--- src/design/power_budget_pkg.sv ---
// constants and types shared by the power budget capability registers
`default_nettype none
package power_budget_pkg;
  // register byte offsets in configuration space
  localparam logic [11:0] hdr_off = 12'h20c;
  localparam logic [11:0] sel_off = 12'h210;
  localparam logic [11:0] desc_off = 12'h214;
  localparam logic [11:0] alloc_off = 12'h218;

  // capability header contents
  localparam logic [15:0] cap_id_val = 16'h0004;
  localparam logic [3:0] cap_ver_val = 4'h1;
  localparam logic [11:0] next_up_val = 12'h230;
  localparam logic [11:0] next_dn_val = 12'h220;

  // selection index and its decoded entries
  localparam logic [7:0] sel_rst = 8'h00;
  localparam logic [7:0] idx_max = 8'h00;
  localparam logic [7:0] idx_sus = 8'h01;

  // descriptor reset values
  localparam logic [7:0] base_rst = 8'h04;
  localparam logic [1:0] scale_rst = 2'h0;
  localparam logic [2:0] sub_rst = 3'h0;
  localparam logic [1:0] pm_rst = 2'h0;
  localparam logic [2:0] type_max = 3'h7;
  localparam logic [2:0] type_sus = 3'h3;
  localparam logic [2:0] rail_rst = 3'h2;
  localparam logic alloc_rst = 1'b0;

  // bus responses
  localparam logic [1:0] resp_okay = 2'h0;
  localparam logic [1:0] resp_slverr = 2'h2;

  // descriptor layout, bit 0 at the bottom of base_power
  typedef struct packed {
    logic [10:0] rsvd;
    logic [2:0] rail;
    logic [2:0] cond_type;
    logic [1:0] pm_state;
    logic [2:0] sub_state;
    logic [1:0] scale;
    logic [7:0] base_power;
  } descriptor_t;

  typedef struct packed {
    logic [11:0] next_ptr;
    logic [3:0] version;
    logic [15:0] cap_id;
  } cap_header_t;

  // one-cycle load from the serial eeprom loader
  typedef struct packed {
    logic valid;
    logic [7:0] base_power;
    logic sys_alloc;
  } autoload_t;
endpackage : power_budget_pkg
`default_nettype wire

--- src/design/power_budget_capability_regs.sv ---
// power budgeting extended capability registers behind an axi4-lite slave
`default_nettype none
module power_budget_capability_regs (
  input wire logic aclk,
  input wire logic aresetn,
  input wire logic upstream_port,
  input wire power_budget_pkg::autoload_t autoload,
  input wire logic [11:0] awaddr,
  input wire logic awvalid,
  output logic awready,
  input wire logic [31:0] wdata,
  input wire logic [3:0] wstrb,
  input wire logic wvalid,
  output logic wready,
  output logic [1:0] bresp,
  output logic bvalid,
  input wire logic bready,
  input wire logic [11:0] araddr,
  input wire logic arvalid,
  output logic arready,
  output logic [31:0] rdata,
  output logic [1:0] rresp,
  output logic rvalid,
  input wire logic rready
);
  import power_budget_pkg::*;

  // word match on the upper address bits; byte lane bits are don't care
  function automatic logic addr_hit(input logic [11:0] a,
                                    input logic [11:0] off);
    addr_hit = (a[11:2] == off[11:2]);
  endfunction : addr_hit

  function automatic logic addr_mapped(input logic [11:0] a);
    addr_mapped = addr_hit(a, hdr_off) | addr_hit(a, sel_off) |
                  addr_hit(a, desc_off) | addr_hit(a, alloc_off);
  endfunction : addr_mapped

  logic upstream_ff;
  logic strap_meta_ff;
  logic strap_sync_ff;
  logic [7:0] sel_ff;
  logic [7:0] base_power_ff;
  logic sys_alloc_ff;
  logic aw_held_ff;
  logic [11:0] aw_addr_ff;
  logic w_held_ff;
  logic [31:0] w_data_ff;
  logic [3:0] w_strb_ff;
  logic bvalid_ff;
  logic [1:0] bresp_ff;
  logic rvalid_ff;
  logic [31:0] rdata_ff;
  logic [1:0] rresp_ff;
  logic wr_fire;
  logic rd_fire;
  cap_header_t header;
  descriptor_t desc;
  logic [31:0] nxt_rdata;
  logic [1:0] nxt_rresp;

  // the strap is a pin, so two flops come before anything reads it
  always_ff @(posedge aclk) begin
    strap_meta_ff <= upstream_port;
    strap_sync_ff <= strap_meta_ff;
  end

  // port role is a strap: caught while reset is held, steady afterwards;
  // reset must be held three edges for the synchronised value to land
  always_ff @(posedge aclk) begin
    if (!aresetn) begin
      upstream_ff <= strap_sync_ff;
    end
  end

  // write address and write data are taken independently, in any order
  assign awready = !aw_held_ff && !bvalid_ff;
  assign wready = !w_held_ff && !bvalid_ff;
  assign wr_fire = aw_held_ff && w_held_ff && !bvalid_ff;

  always_ff @(posedge aclk) begin
    if (!aresetn) begin
      aw_held_ff <= 1'b0;
      aw_addr_ff <= 12'h000;
    end else if (awvalid && awready) begin
      aw_held_ff <= 1'b1;
      aw_addr_ff <= awaddr;
    end else if (wr_fire) begin
      aw_held_ff <= 1'b0;
    end
  end

  always_ff @(posedge aclk) begin
    if (!aresetn) begin
      w_held_ff <= 1'b0;
      w_data_ff <= 32'h0000_0000;
      w_strb_ff <= 4'h0;
    end else if (wvalid && wready) begin
      w_held_ff <= 1'b1;
      w_data_ff <= wdata;
      w_strb_ff <= wstrb;
    end else if (wr_fire) begin
      w_held_ff <= 1'b0;
    end
  end

  // response waits for both halves; unmapped words answer slverr
  always_ff @(posedge aclk) begin
    if (!aresetn) begin
      bvalid_ff <= 1'b0;
      bresp_ff <= resp_okay;
    end else if (wr_fire) begin
      bvalid_ff <= 1'b1;
      bresp_ff <= addr_mapped(aw_addr_ff) ? resp_okay : resp_slverr;
    end else if (bready) begin
      bvalid_ff <= 1'b0;
    end
  end

  assign bvalid = bvalid_ff;
  assign bresp = bresp_ff;

  // only the index byte is stored, so upper bits cannot be kept
  always_ff @(posedge aclk) begin
    if (!aresetn) begin
      sel_ff <= sel_rst;
    end else if (wr_fire && addr_hit(aw_addr_ff, sel_off) &&
                 w_strb_ff[0]) begin
      sel_ff <= w_data_ff[7:0];
    end
  end

  // eeprom loader may replace the defaults at any time after reset
  always_ff @(posedge aclk) begin
    if (!aresetn) begin
      base_power_ff <= base_rst;
      sys_alloc_ff <= alloc_rst;
    end else if (autoload.valid) begin
      base_power_ff <= autoload.base_power;
      sys_alloc_ff <= autoload.sys_alloc;
    end
  end

  always_comb begin
    header.cap_id = cap_id_val;
    header.version = cap_ver_val;
    header.next_ptr = upstream_ff ? next_up_val : next_dn_val;
  end

  // both supported entries share one base power; only the type differs
  always_comb begin
    desc = '0;
    if (sel_ff == idx_max || sel_ff == idx_sus) begin
      desc.base_power = base_power_ff;
      desc.scale = scale_rst;
      desc.sub_state = sub_rst;
      desc.pm_state = pm_rst;
      desc.rail = rail_rst;
      desc.cond_type = (sel_ff == idx_sus) ?
                       type_sus : type_max;
    end
  end

  // read data is registered; one read outstanding at a time
  assign arready = !rvalid_ff;
  assign rd_fire = arvalid && arready;

  always_comb begin
    nxt_rdata = 32'h0000_0000;
    nxt_rresp = resp_okay;
    if (addr_hit(araddr, hdr_off)) begin
      nxt_rdata = header;
    end else if (addr_hit(araddr, sel_off)) begin
      nxt_rdata = {24'h000000, sel_ff};
    end else if (addr_hit(araddr, desc_off)) begin
      nxt_rdata = desc;
    end else if (addr_hit(araddr, alloc_off)) begin
      nxt_rdata = {31'h00000000, sys_alloc_ff};
    end else begin
      nxt_rresp = resp_slverr;
    end
  end

  always_ff @(posedge aclk) begin
    if (!aresetn) begin
      rvalid_ff <= 1'b0;
      rdata_ff <= 32'h0000_0000;
      rresp_ff <= resp_okay;
    end else if (rd_fire) begin
      rvalid_ff <= 1'b1;
      rdata_ff <= nxt_rdata;
      rresp_ff <= nxt_rresp;
    end else if (rready) begin
      rvalid_ff <= 1'b0;
    end
  end

  assign rvalid = rvalid_ff;
  assign rdata = rdata_ff;
  assign rresp = rresp_ff;
endmodule : power_budget_capability_regs
`default_nettype wire

--- config.mk ---
export PLATFORM = sky130hd
export DESIGN_NAME = power_budget_capability_regs
export DESIGN_NICKNAME = d
export VERILOG_FILES = /design/src/design/power_budget_pkg.sv /design/src/design/power_budget_capability_regs.sv
export SDC_FILE = /design/constraint.sdc
export NUM_CORES = 1
export LEC_CHECK = 0
export BUFFER_PORTS_ARGS = -buffer_cell sky130_fd_sc_hd__buf_2
export CAP_MARGIN = 15
export CORE_UTILIZATION = 46
export DETAILED_ROUTE_END_ITERATION = 7
export GPL_TIMING_DRIVEN = 0
export PLACE_DENSITY_LB_ADDON = 0.08
export SYNTH_ARGS = -nofsm -noshare
export SYNTH_HDL_FRONTEND = slang
export SYNTH_SLANG_ARGS = --single-unit
--- constraint.sdc ---
create_clock -name aclk -period 1.8 [get_ports aclk]
set_input_delay 0.18 -clock aclk [delete_from_list [all_inputs] [get_ports aclk]]
set_output_delay 0.18 -clock aclk [all_outputs]
set_load 0.05 [all_outputs]
# After elaboration in Yosys (flattened, before gate mapping)
# Index checks and enable logic that the tools add are counted.
# word_totals
out_inout_bits	41
reg_bits	81
# classes
muxes	19
reduce_logical	19
n_bitwise	3
n_eq_ne	9
# ops
operator	n
$eq A10 B8 Y1 const B	8
$mux W20	3
$mux W30	1
$mux W2	5
$logic_and A1 B1 Y1	9
$eq A8 B1 Y1 const B	1
$logic_not A8 Y1	1
$mux W1	8
$reduce_bool A2 Y1	4
$mux W5	1
$logic_not A1 Y1	4
$mux W3	1
$or A1 B1 Y1	3
$logic_or A1 B1 Y1	1

# Logic depth before layout (Yosys ltp)
# depth
word_depth	6
depth_mapped	5

# Worst setup path before layout
# Ideal clock, no wire load.
# synth_path
path_type	reg2reg
startpoint	register bvalid_ff, in the netlist bvalid
endpoint	register aw_addr_ff[8]
n_path_buf	1
arrival_time_ns	1.949
setup_time_ns	0.072
path_stages_with_launch	6
slack_ns	-0.221
period_less_slack_ns	2.021
required_time_ns	1.728
path_cell_list	dfxtp_1 > nor2_1 > and2_1 > clkbuf_1 > nand2_1 > a21oi_1
# synth_between
elab_chain_len	3
# synth_rtl
item	line_no	rtl
start: declaration	power_budget_capability_regs.sv:50	logic bvalid_ff;
start signal: assignment	power_budget_capability_regs.sv:110	bvalid_ff <= 1'b0;
start signal: assignment	power_budget_capability_regs.sv:113	bvalid_ff <= 1'b1;
start signal: assignment	power_budget_capability_regs.sv:116	bvalid_ff <= 1'b0;
$logic_not A1 Y1	power_budget_capability_regs.sv:77	assign awready = !aw_held_ff && !bvalid_ff;
$logic_and A1 B1 Y1	power_budget_capability_regs.sv:77	
via awready	power_budget_capability_regs.sv:10	output logic awready,
$logic_and A1 B1 Y1	power_budget_capability_regs.sv:85	end else if (awvalid && awready) begin
end signal: assignment	power_budget_capability_regs.sv:87	aw_addr_ff <= awaddr;
end: declaration	power_budget_capability_regs.sv:46	logic [11:0] aw_addr_ff;
# The timed path passes the listed nets, and every way through them passes these cells.
# A chain may end at the register's enable or synchronous reset.

# Worst setup path after layout
# layout_path
startpoint	register sel_ff[7]
endpoint	register rdata_ff[17], in the netlist rdata[17]
# layout_between
elab_chain_len	6
elab_cells_between_ends	8
cone_classes	1 x eq/ne; 5 x mux; 2 x reduce/logical
# layout_rtl
item	line_no	rtl
start: declaration	power_budget_capability_regs.sv:42	logic [7:0] sel_ff;
start signal: assignment	power_budget_capability_regs.sv:126	sel_ff <= sel_rst;
start signal: assignment	power_budget_capability_regs.sv:129	sel_ff <= w_data_ff[7:0];
$eq A8 B1 Y1 / $logic_not A8 Y1 (equally long branches)	power_budget_capability_regs.sv:153, power_budget_capability_regs.sv:159	
$mux W3 / $logic_or A1 B1 Y1 (equally long branches)	power_budget_capability_regs.sv:159, power_budget_capability_regs.sv:153	
$mux W20 (*)	power_budget_capability_regs.sv:153	if (sel_ff == idx_max || sel_ff == idx_sus) begin
$mux W20 (*)	power_budget_capability_regs.sv:175	end else if (addr_hit(araddr, desc_off)) begin
$mux W20 (*)	power_budget_capability_regs.sv:173	end else if (addr_hit(araddr, sel_off)) begin
$mux W30 (*)	power_budget_capability_regs.sv:171	if (addr_hit(araddr, hdr_off)) begin
end signal: assignment	power_budget_capability_regs.sv:191	rdata_ff <= nxt_rdata;
end: declaration	power_budget_capability_regs.sv:53	logic [31:0] rdata_ff;
# Every way passes the cells marked *; elsewhere a longest branch is shown, timed or not.

==> results by group <==
STA
  • Setup TNS: 0 ns
  • Final setup fails: 0
  • RSZ-0062 raised after global routing: false
  • Worst-Margin Slew: approximately 0.60 ns
  • Tcrit/Tclk final: approximately nine tenths
  • Min Tclk post-route: around 1.6 ns
  • Final hold slack: around 0.063 ns
  • Setup Skew: 0.004714 ns
  • Slew Viols, Final: 0
  • Relative slew slack: 60.14%
  • Max frequency: between 600 and 700 MHz
  • Fin. Hold Viols: 0

Job
  • Max Cap Violations: 0

Drt
  • 1st-iter DRT viols: 119
  • Routed WL: 5112 µm
  • DRT Pass-1 Iters: 4
  • DR DRC count: 0
  • Vias: about 2100
  • Antenna-violating nets left: 0
  • Wirelength per Cell: ~11 µm
  • Vias per inst: ~4.7

Yosys
  • Count leader, synth: dfxtp_1
  • Yosys top cell area share: approximately 46%
  • Synth area leaders: dfxtp_1 (46%), nand2_1 (8.1%), mux2i_1 (6.9%)
  • Synth cell types: 36
  • Number of enable flip-flop cells after synthesis: 1
  • Number of synthesized register bits: 58
  • Post-synth top cells: dfxtp_1 (57), nand2_1 (53), a21oi_1 (25), buf_4 (21), nor2_1 (20)
  • Synth Cell Area: around 2500 µm²
  • FFs w/ async S/R, synth: 0%
  • Seq/Total Area, Yosys: 47.71%
  • Top FF cell, synth: dfxtp_1
  • Mean post-synth cell area: between 8 and 9 µm²
  • Synthesized instance count: ~280
  • Warnings from Yosys: 0
  • Top cell type by total area after synthesis: dfxtp_1

Clocking
  • Num Clock Sinks: between 50 and 60
  • Clk Latency, worst-skew pair: between 0.3 and 0.4 ns
  • Htree depth: 3
  • # resized after CTS: 0
  • Clk slew on worst S/H paths: 0.06 ns
  • CTS root buf: clkbuf_8
  • CTS tree: built
  • Num CTS Buffers: 9
  • Clock buffer depth: 2

Run status
  • Outcome: finished, final reports clean

Critical path
  • R2R Path Start: sel_ff[7]$_SDFFE_PN0P_
  • Crit path DAT: 1.86 ns
  • Crit path max fanout: 8
  • Critical path type: reg2reg
  • R2r setup slk: approximately 0.19 ns
  • Worst R2R Path Depth: 5
  • Critical Path Source Type: flop
  • WP data required: 2.05 ns
  • Setup crit end kind: flop
  • FF-to-FF End: rdata[17]$_SDFFE_PN0P_

Placement
  • Hpwl dp: a little under 4000 µm
  • Port Buffers: 66
  • DP Cell Count: 435
  • Placed cell areas: 2945 µm²
  • Final GP Congestion: between 0.8 and 0.9

GRT
  • Initial antenna violation count: 0
  • Vias in the first global route: ~1900
  • Gr ovfl total: 0
  • Global-route wire length before repair: 8162 µm
  • GR Util All Layers: 19.74%
  • Pin count of the biggest net entering global routing: 11

Min path
  • Worst hold start: autoload[3]
  • WHS Path Cells: 3
  • Hold crit path type: in2reg
  • Worst Hold Path EP: base_power_ff[2]$_SDFFE_PN1P_

Floorplanning
  • Die Width: between 70 and 80 µm
  • Die area: 5633 µm²
  • Initial core utilization: about half
  • Height of the die: ~75 µm
  • Core footprint: just over 5000 µm²
  • Num rows: 26
  • Number of top-level pins: roughly 120

Finish
  • Synthesis-to-finish area growth: 29.15%
  • Fin cells: approximately 450
  • Number of diodes: 0
  • Final net count: between 400 and 500
  • Cell area after layout: 3171 µm²
  • Fill count: between 400 and 500
  • Layout cells sized above 1: approximately 28%
  • Final Core Density: between 60% and 70%

Power
  • Pwr/cell area: 965.6 nW/µm²
  • Leak pwr: roughly 1.5 nW
  • Max IR drop VDD: between 600 and 700 µV
[critical path: stages, from the launching register on]
cell and delay, ns:
dfxtp_1 0.34, nor4_1 0.28, nand3_1 0.10, or4_1 0.45, buf_2 0.20, o31ai_4 0.16
[area by class of cell]
| class | count | area, µm² | area share, % |
|---|---|---|---|
| flip-flops and latches | 58 | 1171 | 36.94 |
| multi-input cells | 197 | 1111 | 35.04 |
| repair buffers | 68 | 347.8 | 10.97 |
| plain buffers | 34 | 207.7 | 6.551 |
| clock buffers | 14 | 172.7 | 5.446 |
| well taps | 70 | 87.58 | 2.762 |
| inverters | 10 | 37.54 | 1.184 |
| clock inverters | 2 | 35.03 | 1.105 |
[placed cells by master (no fill, tap or decap), drive strengths merged, types with 3 or more instances in the layout]
master	instances
nor2	20
nor2b	4
buf	89
o21ai	6
nor4	3
nand2	53
a21oi	26
a41oi	4
a2bb2oi	6
inv	10
o22ai	6
mux2i	17
nand4	4
clkbuf	26
nor3	3
nand3	6
conb	19
nand2b	4
dfxtp	57
[through the flow]
step	setup slack [ns]	power (mW)
final	0.1904	3.061
after global routing	0.06433	3.201
after CTS	0.1709	3.091
after detailed placement	-0.01183	1.861
after global placement	0.01114	1.854
after floorplan	0.02390	1.744
[cells by family (layout without fill, tap and decap cells)]
group	count (synthesis)	in the layout	share of synthesized area (%)
buf+inv	44	128	9.990
other cells	1	19	0.1528
xor+xnor	2	2	0.7137
simple gates	107	107	20.85
mux	17	17	6.932
flops	58	58	47.71
compound gates	52	52	13.66
[registers in the layout, indices dropped and copies added, names as in the netlist, 8 cells and up]
signal / count
aw_addr_ff: 10
sel_ff: 8
rdata: 13
w_data_ff: 8
base_power_ff: 8
[power breakdown]
part	leakage (nW)	internal, mW	total, mW	switching (mW)
logic	0.876	0.147	0.448	0.302
registers	0.476	1.35	1.38	0.0358
clock network	0.107	0.752	1.23	0.478
[timing repair]
action | 4_1_cts | 5_1_grt
setup buffers | 1 | 0
setup endpoints to repair | 8 | 0
endpoints found under the hold margin | 1 | 0
hold buffers | 1 | 0
[layer usage]
metal	wire, µm	vias to the layer above	GRT usage (%)
met2	2283	60	31.43
met1	2512	943	25.29
li1	-	1116	-
met4	97	0	10.27
met3	218	9	4.150
met5	0	-	0
[worst max path at each step]
stage	start	depth (start not counted)	endpoint	slack (ns)
floorplan	bvalid$_SDFFE_PN0P_	5	aw_addr_ff[8]$_SDFFE_PN0P_	0.02
finish	sel_ff[7]$_SDFFE_PN0P_	5	rdata[17]$_SDFFE_PN0P_	0.19
global placement	aw_addr_ff[10]$_SDFFE_PN0P_	4	sel_ff[1]$_SDFFE_PN0P_	0.01
CTS	sel_ff[7]$_SDFFE_PN0P_	5	rdata[17]$_SDFFE_PN0P_	0.17
global route	rvalid$_SDFFE_PN0P_	4	rdata[1]$_SDFFE_PN0P_	0.06
detailed placement	aw_addr_ff[10]$_SDFFE_PN0P_	4	sel_ff[7]$_SDFFE_PN0P_	-0.01
Note: power is estimated with default switching activity, not from simulation.
